--- src/decoder_status_map.svh ---
// Purpose: Offsets, field positions and reset values of the status and debug-halt registers.
// Assumes: Byte addresses on the 20-bit configuration bus, one 32-bit word per register.
// Notes:   Definitions only; included by bare name.
`ifndef DECODER_STATUS_MAP_SVH
`define DECODER_STATUS_MAP_SVH

// ==========================================================================
// Register offsets
`define CFG_ADDR_W          20
`define OFS_EMU_CTRL        20'h00070
`define OFS_DEC_STATUS      20'h0006c

// ==========================================================================
// Emulation control fields and reset value
`define EMU_FREE_BIT        0
`define EMU_SOFT_BIT        1
`define EMU_CTRL_RST        2'h0

// ==========================================================================
// Status word field positions
`define ST_TOP_STATE_HI     27
`define ST_TOP_STATE_LO     24
`define ST_CRC_PASS         23
`define ST_SNR_HI           22
`define ST_SNR_LO           21
`define ST_ITER_HI          20
`define ST_ITER_LO          16
`define ST_ACT_STATE_HI     15
`define ST_ACT_STATE_LO     12
`define ST_ACT_HALF         11
`define ST_DBG_HALTED       10
`define ST_WAIT_HI          9
`define ST_WAIT_LO          3
`define ST_INPUT_ERR        2
`define ST_DEC_ACTIVE       1
`define ST_RESET_VAL        32'h00000000

`endif

--- src/decoder_status_pkg.sv ---
// Purpose: Types shared by the status and debug-halt register logic.
// Assumes: Offsets and field positions live in decoder_status_map.svh.
// Notes:   Nothing here is imported; users write the package name.
package decoder_status_pkg;

    // States of the emulation halt controller.
    typedef enum logic [1:0] {
        HALT_RUN,
        HALT_AT_HALF,
        HALT_AT_DECODE
    } halt_state_t;

endpackage : decoder_status_pkg

--- src/sync_3ff.sv ---
// Purpose: Three-flop synchroniser for a level from another clock domain.
// Assumes: One clock, asynchronous active-high reset.
// Notes:   The output changes only when the second and third stages agree.
`timescale 1ns/10ps

module sync_3ff (
    input  wire logic mclk_i,
    input  wire logic rst_i,
    input  wire logic async_i,
    output logic      level_o
);

    logic stage1_q;
    logic stage2_q;
    logic stage3_q;

    // ======================================================================
    // Synchroniser chain; the first stage feeds only the second.
    always_ff @(posedge mclk_i or posedge rst_i) begin
        if (rst_i) begin
            stage1_q <= 1'b0;
            stage2_q <= 1'b0;
            stage3_q <= 1'b0;
            level_o  <= 1'b0;
        end else begin
            stage1_q <= async_i;
            stage2_q <= stage1_q;
            stage3_q <= stage2_q;
            if (stage2_q == stage3_q) begin
                level_o <= stage3_q;
            end
        end
    end

endmodule : sync_3ff

--- src/emu_halt_ctrl.sv ---
// Purpose: Decides when the decoder stops for a debugger emulation halt.
// Assumes: Halt request already synchronised; end markers are one-cycle pulses.
// Notes:   Free-run overrides the halt-point choice entirely.
`timescale 1ns/10ps

module emu_halt_ctrl (
    input  wire logic mclk_i,
    input  wire logic rst_i,
    input  wire logic emu_req_i,
    input  wire logic free_run_i,
    input  wire logic halt_point_i,
    input  wire logic end_of_half_i,
    input  wire logic end_of_decode_i,
    output logic      halted_o,
    output logic      halted_at_half_o
);

    decoder_status_pkg::halt_state_t state_q;
    decoder_status_pkg::halt_state_t state_d;

    logic arm_w;
    logic stop_half_w;
    logic stop_decode_w;

    // A halt is pending only without free-run; half end wins when allowed.
    assign arm_w         = emu_req_i & ~free_run_i;
    assign stop_half_w   = arm_w & ~halt_point_i & end_of_half_i;
    assign stop_decode_w = arm_w & end_of_decode_i & ~stop_half_w;

    // ======================================================================
    // Next-state logic; the halt ends when the request drops or free-run sets.
    always_comb begin
        state_d = state_q;
        case (state_q)
            decoder_status_pkg::HALT_RUN: begin
                if (stop_half_w) begin
                    state_d = decoder_status_pkg::HALT_AT_HALF;
                end else if (stop_decode_w) begin
                    state_d = decoder_status_pkg::HALT_AT_DECODE;
                end
            end
            decoder_status_pkg::HALT_AT_HALF,
            decoder_status_pkg::HALT_AT_DECODE: begin
                if (!arm_w) begin
                    state_d = decoder_status_pkg::HALT_RUN;
                end
            end
            default: state_d = decoder_status_pkg::HALT_RUN;
        endcase
    end

    // State and registered outputs.
    always_ff @(posedge mclk_i or posedge rst_i) begin
        if (rst_i) begin
            state_q          <= decoder_status_pkg::HALT_RUN;
            halted_o         <= 1'b0;
            halted_at_half_o <= 1'b0;
        end else begin
            state_q          <= state_d;
            halted_o         <= (state_d != decoder_status_pkg::HALT_RUN);
            halted_at_half_o <= (state_d == decoder_status_pkg::HALT_AT_HALF);
        end
    end

    // ======================================================================
    // Checks on the halt decision.
    chk_free_no_halt: assert property (
        @(posedge mclk_i) disable iff (rst_i)
        free_run_i |=> ##1 !halted_o)
        else $error("Halt seen while free-run was set.");

    chk_point_decode_only: assert property (
        @(posedge mclk_i) disable iff (rst_i)
        (!halted_o && halt_point_i && end_of_half_i && !end_of_decode_i) |=> !halted_o)
        else $error("Halt at half end although halt point selects decode end.");

    chk_half_priority: assert property (
        @(posedge mclk_i) disable iff (rst_i)
        (state_q == decoder_status_pkg::HALT_RUN && arm_w && !halt_point_i
         && end_of_half_i) |=> halted_o && halted_at_half_o)
        else $error("Half end did not take the halt.");

    chk_halt_release: assert property (
        @(posedge mclk_i) disable iff (rst_i)
        (halted_o && !emu_req_i) |=> ##[0:1] !halted_o)
        else $error("Halt flag stayed after the request dropped.");

    cov_halt_half: cover property (
        @(posedge mclk_i) disable iff (rst_i) $rose(halted_at_half_o));

    cov_halt_decode: cover property (
        @(posedge mclk_i) disable iff (rst_i)
        $rose(halted_o) && !halted_at_half_o);

endmodule : emu_halt_ctrl

--- src/decoder_status_regs.sv ---
// Overview of operation
// Status bits 31:28 and 0 read zero.
// Bits 27:24 show top-level control state.
// Bit 23 shows block check passed.
// Bits 22:21 give tested half and result.
// Bits 20:16 iteration, 15:12 active state.
// Bit 11 shows active decoding half.
// Bit 10 set while halted by debugger.
// Software ignores halt bit with halt point.
// Bit 9: waiting for output parameters read.
// Bit 8: waiting for decisions read.
// Bit 7: waiting for first extrinsic read.
// Bit 6: waiting for second extrinsic load.
// Bit 5: waiting for systematic/parity load.
// Bit 4: waiting for interleaver load.
// Bit 3: waiting for configuration words.
// Bit 2 flags input configuration error.
// Bit 1 set unless decoder state zero.
// Emulation control word at address 0x00070.
// Memories stay accessible while emulation halted.
// Free-run ignores debugger halt entirely.
// Halt point selects decode or half end.
// Status resets to zero, read-only.
//
// Purpose: Status word and emulation control word of the decoder coprocessor.
// Assumes: Single clock; halt request from the debugger arrives asynchronously.
// Notes:   Reads answer one cycle after the request; unmapped reads give zero.
`timescale 1ns/10ps
`include "decoder_status_map.svh"

module decoder_status_regs (
    input  wire logic        mclk_i,
    input  wire logic        rst_i,
    // Configuration bus.
    input  wire logic        cfg_sel_i,
    input  wire logic        cfg_wr_i,
    input  wire logic [19:0] cfg_addr_i,
    input  wire logic [31:0] cfg_wdata_i,
    output logic [31:0]      cfg_rdata_o,
    output logic             cfg_rvalid_o,
    // Decoder core state.
    input  wire logic [3:0]  top_state_i,
    input  wire logic        crc_pass_i,
    input  wire logic        noise_ratio_half_i,
    input  wire logic        noise_ratio_pass_i,
    input  wire logic [4:0]  current_iteration_i,
    input  wire logic [3:0]  active_state_i,
    input  wire logic        active_half_i,
    input  wire logic        wait_out_params_read_i,
    input  wire logic        wait_decisions_read_i,
    input  wire logic        wait_extr0_read_i,
    input  wire logic        wait_extr1_load_i,
    input  wire logic        wait_sys_parity_load_i,
    input  wire logic        wait_interleaver_load_i,
    input  wire logic        wait_config_load_i,
    input  wire logic        input_error_i,
    input  wire logic [3:0]  decoder_state_i,
    input  wire logic        end_of_half_i,
    input  wire logic        end_of_decode_i,
    // Debugger halt request.
    input  wire logic        cpu_emu_halt_i,
    // Host memory access path.
    input  wire logic        hmem_req_i,
    input  wire logic        hmem_wr_i,
    output logic             hmem_req_o,
    output logic             hmem_wr_o,
    // Halt to the decoder core.
    output logic             core_halt_o,
    output logic             halted_at_half_o
);

    logic [1:0]  emu_ctrl_q;
    logic [31:0] status_q;
    logic [31:0] status_d;
    logic        emu_req_w;
    logic        halted_w;
    logic        half_w;
    logic        hit_emu_w;
    logic        hit_status_w;
    logic        rd_w;
    logic        wr_emu_w;
    logic [31:0] rdata_d;
    logic        decoder_active_w;
    logic [6:0]  wait_flags_w;

    // ======================================================================
    // Debugger halt request synchroniser.
    sync_3ff u_emu_sync (
        .mclk_i  (mclk_i),
        .rst_i   (rst_i),
        .async_i (cpu_emu_halt_i),
        .level_o (emu_req_w)
    );

    // ======================================================================
    // Halt decision from the free-run and halt-point bits.
    emu_halt_ctrl u_halt (
        .mclk_i           (mclk_i),
        .rst_i            (rst_i),
        .emu_req_i        (emu_req_w),
        .free_run_i       (emu_ctrl_q[`EMU_FREE_BIT]),
        .halt_point_i     (emu_ctrl_q[`EMU_SOFT_BIT]),
        .end_of_half_i    (end_of_half_i),
        .end_of_decode_i  (end_of_decode_i),
        .halted_o         (halted_w),
        .halted_at_half_o (half_w)
    );

    // ======================================================================
    // Address decode; only the control word accepts writes.
    assign hit_emu_w    = (cfg_addr_i == `OFS_EMU_CTRL);
    assign hit_status_w = (cfg_addr_i == `OFS_DEC_STATUS);
    assign rd_w         = cfg_sel_i & ~cfg_wr_i;
    assign wr_emu_w     = cfg_sel_i & cfg_wr_i & hit_emu_w;

    // Waiting flags in bit order 9 down to 3.
    assign wait_flags_w = {wait_out_params_read_i,
                           wait_decisions_read_i,
                           wait_extr0_read_i,
                           wait_extr1_load_i,
                           wait_sys_parity_load_i,
                           wait_interleaver_load_i,
                           wait_config_load_i};

    // Decoder reported active in any state other than zero.
    assign decoder_active_w = (decoder_state_i != 4'h0);

    // Status word assembly; reserved bits tie to zero.
    always_comb begin
        status_d = `ST_RESET_VAL;
        status_d[`ST_TOP_STATE_HI:`ST_TOP_STATE_LO] = top_state_i;
        status_d[`ST_CRC_PASS] = crc_pass_i;
        status_d[`ST_SNR_HI]   = noise_ratio_half_i;
        status_d[`ST_SNR_LO]   = noise_ratio_pass_i;
        status_d[`ST_ITER_HI:`ST_ITER_LO] = current_iteration_i;
        status_d[`ST_ACT_STATE_HI:`ST_ACT_STATE_LO] = active_state_i;
        status_d[`ST_ACT_HALF]   = active_half_i;
        status_d[`ST_DBG_HALTED] = halted_w;
        status_d[`ST_WAIT_HI:`ST_WAIT_LO] = wait_flags_w;
        status_d[`ST_INPUT_ERR]  = input_error_i;
        status_d[`ST_DEC_ACTIVE] = decoder_active_w;
    end

    // Read data mux; unmapped addresses read as zero.
    assign rdata_d = hit_emu_w    ? {30'h00000000, emu_ctrl_q} :
                     hit_status_w ? status_q : 32'h00000000;

    // ======================================================================
    // Status capture; software cannot write it.
    always_ff @(posedge mclk_i or posedge rst_i) begin
        if (rst_i) begin
            status_q <= `ST_RESET_VAL;
        end else begin
            status_q <= status_d;
        end
    end

    // Emulation control word; upper bits are dropped on write.
    always_ff @(posedge mclk_i or posedge rst_i) begin
        if (rst_i) begin
            emu_ctrl_q <= `EMU_CTRL_RST;
        end else if (wr_emu_w) begin
            emu_ctrl_q <= cfg_wdata_i[1:0];
        end
    end

    // Read answer one cycle after the request.
    always_ff @(posedge mclk_i or posedge rst_i) begin
        if (rst_i) begin
            cfg_rdata_o  <= 32'h00000000;
            cfg_rvalid_o <= 1'b0;
        end else begin
            cfg_rvalid_o <= rd_w;
            cfg_rdata_o  <= rd_w ? rdata_d : 32'h00000000;
        end
    end

    // Host memory path is never gated by the halt.
    always_ff @(posedge mclk_i or posedge rst_i) begin
        if (rst_i) begin
            hmem_req_o <= 1'b0;
            hmem_wr_o  <= 1'b0;
        end else begin
            hmem_req_o <= hmem_req_i;
            hmem_wr_o  <= hmem_wr_i;
        end
    end

    // Halt outputs to the core.
    always_ff @(posedge mclk_i or posedge rst_i) begin
        if (rst_i) begin
            core_halt_o      <= 1'b0;
            halted_at_half_o <= 1'b0;
        end else begin
            core_halt_o      <= halted_w;
            halted_at_half_o <= half_w;
        end
    end

    // ======================================================================
    // Checks on the register bank.
    chk_reserved_zero: assert property (
        @(posedge mclk_i) disable iff (rst_i)
        status_q[31:28] == 4'h0 && status_q[0] == 1'b0)
        else $error("Reserved status bits not zero.");

    chk_top_state: assert property (
        @(posedge mclk_i) disable iff (rst_i)
        ##1 status_q[27:24] == $past(top_state_i))
        else $error("Top state field does not follow the core.");

    chk_crc_pass: assert property (
        @(posedge mclk_i) disable iff (rst_i)
        crc_pass_i |=> status_q[23])
        else $error("Check pass bit not set.");

    chk_noise_field: assert property (
        @(posedge mclk_i) disable iff (rst_i)
        ##1 status_q[22:21] == $past({noise_ratio_half_i, noise_ratio_pass_i}))
        else $error("Noise ratio field wrong.");

    chk_iter_state: assert property (
        @(posedge mclk_i) disable iff (rst_i)
        ##1 status_q[20:12] == $past({current_iteration_i, active_state_i}))
        else $error("Iteration or active state field wrong.");

    chk_active_half: assert property (
        @(posedge mclk_i) disable iff (rst_i)
        ##1 status_q[11] == $past(active_half_i))
        else $error("Active half bit wrong.");

    chk_halt_bit: assert property (
        @(posedge mclk_i) disable iff (rst_i)
        status_q[10] == core_halt_o)
        else $error("Halt status bit disagrees with core halt.");

    chk_wait_flags: assert property (
        @(posedge mclk_i) disable iff (rst_i)
        ##1 status_q[9:3] == $past(wait_flags_w))
        else $error("Waiting flags wrong.");

    chk_input_error: assert property (
        @(posedge mclk_i) disable iff (rst_i)
        ##1 status_q[2] == $past(input_error_i))
        else $error("Input error bit wrong.");

    chk_dec_active: assert property (
        @(posedge mclk_i) disable iff (rst_i)
        ##1 status_q[1] == ($past(decoder_state_i) != 4'h0))
        else $error("Decoder active bit wrong.");

    chk_emu_write: assert property (
        @(posedge mclk_i) disable iff (rst_i)
        (cfg_sel_i && cfg_wr_i && cfg_addr_i == 20'h00070)
        |=> emu_ctrl_q == $past(cfg_wdata_i[1:0]))
        else $error("Control word write not taken at its address.");

    chk_emu_readback: assert property (
        @(posedge mclk_i) disable iff (rst_i)
        (rd_w && hit_emu_w) |=> cfg_rvalid_o && cfg_rdata_o == {30'h0, $past(emu_ctrl_q)})
        else $error("Control word read back wrong.");

    chk_mem_access: assert property (
        @(posedge mclk_i) disable iff (rst_i)
        (core_halt_o && hmem_req_i) |=> hmem_req_o)
        else $error("Host memory access blocked during halt.");

    chk_status_ro: assert property (
        @(posedge mclk_i) disable iff (rst_i)
        (cfg_sel_i && cfg_wr_i && hit_status_w)
        |=> status_q == $past(status_d) && $stable(emu_ctrl_q))
        else $error("Status word changed by a write.");

    chk_read_idle: assert property (
        @(posedge mclk_i) disable iff (rst_i)
        !rd_w
        |=> !cfg_rvalid_o && cfg_rdata_o == 32'h0)
        else $error("Read answer outside a read.");

    chk_status_read: assert property (
        @(posedge mclk_i) disable iff (rst_i)
        (rd_w && hit_status_w)
        |=> cfg_rvalid_o && cfg_rdata_o == $past(status_q))
        else $error("Status read data wrong.");

    chk_ctrl_hold: assert property (
        @(posedge mclk_i) disable iff (rst_i)
        !(cfg_sel_i && cfg_wr_i && cfg_addr_i == 20'h00070)
        |=> $stable(emu_ctrl_q))
        else $error("Control word changed without a write.");

    chk_unmapped_zero: assert property (
        @(posedge mclk_i) disable iff (rst_i)
        (rd_w && !hit_emu_w && !hit_status_w)
        |=> cfg_rdata_o == 32'h0)
        else $error("Unmapped read not zero.");

    cov_status_read: cover property (
        @(posedge mclk_i) disable iff (rst_i) rd_w && hit_status_w);

    cov_halted_read: cover property (
        @(posedge mclk_i) disable iff (rst_i) core_halt_o && rd_w && hit_status_w);

    cov_free_run: cover property (
        @(posedge mclk_i) disable iff (rst_i) emu_ctrl_q[0] && emu_req_w);

endmodule : decoder_status_regs

--- config.mk ---
export PLATFORM = sky130hd
export DESIGN_NAME = decoder_status_regs
export DESIGN_NICKNAME = d
export VERILOG_FILES = /design/src/decoder_status_pkg.sv /design/src/sync_3ff.sv /design/src/emu_halt_ctrl.sv /design/src/decoder_status_regs.sv
export VERILOG_INCLUDE_DIRS = /design/src
export SDC_FILE = /design/constraint.sdc
export NUM_CORES = 1
export LEC_CHECK = 0
export BUFFER_PORTS_ARGS = -buffer_cell sky130_fd_sc_hd__buf_2
export CORE_UTILIZATION = 40
export DETAILED_ROUTE_END_ITERATION = 8
export PLACE_DENSITY = 0.73
export SLEW_MARGIN = 0
export SYNTH_ARGS = -nofsm -noshare
export SYNTH_HDL_FRONTEND = slang
export SYNTH_SLANG_ARGS = --single-unit
--- constraint.sdc ---
create_clock -name mclk_i -period 3.95 [get_ports mclk_i]
set_input_delay 0.1975 -clock mclk_i [delete_from_list [all_inputs] [get_ports mclk_i]]
set_output_delay 0.1975 -clock mclk_i [all_outputs]
set_load 0.03 [all_outputs]
==> results.cfg <==
[critical_path]
path_class = input port to flip-flop
critical-path-slowest-cell = nor4_4
required_ns = 4.21
critical_path_buf_inv_count = 1
max_stage_delay_ns = 0.76
end_kind = flip-flop
path_max_fanout = 26
worstPathCellList = buf_2 -> nor4_1 -> nand3b_1 -> nor4_4 -> and2_1
ff2ff_setup_slack_ns = 2.54
worstPathArrival_ns = 2.00
worst_setup_path_start_kind = input port
critical-path-top-delay-family = simple AND/OR/NAND/NOR gates

[synth]
synth_seq_cells = 69
yosysWarnings = 0
ys_seq_area_frac = 0.7578
syn_area_um2 = 2278
post_synth.cell_area_avg_um2 = 15.93
syn-instance-count = 143
yosys.area.top_type = dfrtp_1
synth.top_cell.area_share = 0.7578
yosysUniqueCellTypes = 27
ys_top_cells_by_area = dfrtp_1 76%, and2_1 7.4%, nor4_4 2.8%, buf_4 1.3%, nand3b_1 1.3%
async_flop_share = 1.000
synth_edf_count = 0
synth_ff_type = dfrtp_1

[timing]
finalCriticalPeriod_ns = 1.740
max_freq_ghz = 0.5746
drv_slew = 0
final.period_utilization = 0.4406
clock_skew_ns = 0.007286
rsz0062_at_grt = no
worstMarginPinSlew_ns = 0.9347
finalSetupViolCount = 0
fin_tns_setup_ns = 0
relSlewSlack = 0.3722
timing.final.hold_violations = 0

[layout]
final_core_util = 0.5953
stdcell_count = 350
area_growth_pct = 43.88
antenna_cells = 0
finish.instance_area_um2 = 3278
final_layout_size_suffix_gt1_frac = 0.4173
num-nets-final = 365

[routing]
wire_per_inst_um = 12.68
drtPass1Iterations = 4
wirelength_mm = 4.437
drcViolationCount = 0
drt_first_iter_violations = 48
vias_per_cell = 4.309
vias = 1508
drtAntennaViolNets = 0

[power_and_ir_drop]
vdd_drop_max_mv = 0.2056
p_leak_nw = 1.714
pwr-share-clk = 0.370
combPwrFrac = 0.114
pwr-share-seq = 0.516
power.total_w = 0.001479
p_per_area_nw_per_um2 = 451.3
switching_share = 0.2351
power_switching_w = 0.0003479
p_int_w = 0.001132

[placement]
dpl_cell_area_um2 = 2795
place_hpwl_mm = 3.003
dp_cells = 305
routabilityCongestion = 0.7497
port_buffers = 92

[floorplan]
fp.coreArea_um2 = 5507
die_width_um = 77.47
io_pins = 127
die_area_um2 = 6002
die_y_um = 77.47
rows = 27
initial_core_util = 0.4138

[status]
status = finished clean

[grt]
grt_max_degree = 38
grt_usage = 0.1635
antenna_found_initial = 0
grt_pass1_vias = 1537
grt_pass1_wl_mm = 7.231
grt-ovfl-total = 0

[cts]
cts_tree = built
cts_htree_levels = 3
cts_sinks = 69
clk_path_buf_depth = 2
cts_buffers = 9
clk_pin_slew_ns = 0.07
cts_setup_buffers = 0
cts-root-buf = clkbuf_8
clock_latency_ns = 0.33

[min_path]
hold_class = input port to flip-flop

[job]
drv_cap = 0
==> synthesized netlist by cell type (all sizes together) (2+ instances only) <==
cell / n
and4bb: 2
ha: 2
inv: 5
dfrtp: 69
mux2: 2
a21oi: 2
nor2b: 2
nor4: 6
nor2: 2
buf: 6
nand3b: 4
and2: 27
o21ai: 2
==> area by class of cell <==
type,instances,area (um2)
sequential,69,1727
tap,72,90.09
clock inverter,4,47.55
fill,458,2228
clock buffer,12,145.1
multi-input combinational,66,491.7
timing repair buffer,122,758.2
inverter,5,18.77
==> per-stage QoR <==
| stage | setup slack, ns | hold slack (ns) |
|---|---|---|
| finish | 2.210 | 0.07530 |
| floorplan | 2.013 | 0.2289 |
| global placement | 1.926 | 0.3053 |
| detailed placement | 1.880 | 0.3072 |
| CTS | 2.229 | 0.05167 |
| global route | 2.031 | 0.06888 |
==> layer usage <==
metal  track usage  vias to the layer above  share of wire
met2        0.2690                       79           0.49
met5             0                        -              0
met1        0.1946                      698           0.43
li1              -                      720              -
met3       0.03294                       11          0.058
met4        0.1075                        0          0.029
==> cell families after synthesis <==
group           after synthesis  share of synthesized area
simple gates                 50                     0.1647
other cells                   1                   0.001646
compound gates                7                    0.01922
fa+ha+maj                     3                    0.01537
mux                           2                   0.009884
flops                        69                     0.7578
buf+inv                      11                    0.03130
==> cell usage in the layout (no fill, tap or decap), types with 3 or more instances in the layout <==
master	Yosys	final
buf_2	0	92
dfrtp_1	69	69
dlygate4sd3_1	0	29
and2_1	27	27
clkbuf_8	0	10
inv_1	5	4
nand3b_1	4	4
conb_1	1	4
nor4_4	3	3
nor4_1	3	3
==> sequential cells by signal (all words and copies together) (netlist names) <==
| register | flops |
|---|---|
| cfg_rdata_o | 28 |
| cfg_rvalid_o | 1 |
| emu_ctrl_q | 2 |
| halted_at_half_o | 1 |
| hmem_req_o | 1 |
| hmem_wr_o | 1 |
| status_q | 27 |
| u_emu_sync.level_o | 1 |
| u_emu_sync.stage1_q | 1 |
| u_emu_sync.stage2_q | 1 |
| u_emu_sync.stage3_q | 1 |
| u_halt.halted_at_half_o | 1 |
| u_halt.halted_o | 1 |
| u_halt.state_q | 2 |
==> power by group through the flow <==
stage,Combinational (W),Sequential [W],Clock (W)
finish,0.000169,0.000764,0.000547
global route,0.000188,0.000767,0.000601
CTS,0.000171,0.000764,0.000564
detailed placement,0.000148,0.000778,0
global placement,0.000140,0.000775,0
floorplan,0.0000718,0.000792,0
==> repair_timing <==
action | in CTS | in global routing
hold buffers | 29 | 0
gates resized for setup | 0 | 0
hold endpoints to repair | 60 | 0
==> final timing paths <==
kind                                             startpoint                                end  depth (start not counted)
worst min-delay path                     decoder_state_i[1]              status_q[1]$_DFF_PP0_                          2
worst max-delay path                         cfg_addr_i[13]          cfg_rdata_o[20]$_DFF_PP0_                          5
worst max register to register  u_halt.state_q[0]$_DFF_PP0_  u_halt.halted_at_half_o$_DFF_PP0_                          5
worst min register to register    u_halt.halted_o$_DFF_PP0_             status_q[10]$_DFF_PP0_                          0
max in group asynchronous                             rst_i           cfg_rdata_o[3]$_DFF_PP0_                          4
min in group asynchronous                             rst_i          cfg_rdata_o[10]$_DFF_PP0_                          3
Note: power is estimated with default switching activity, not from simulation.
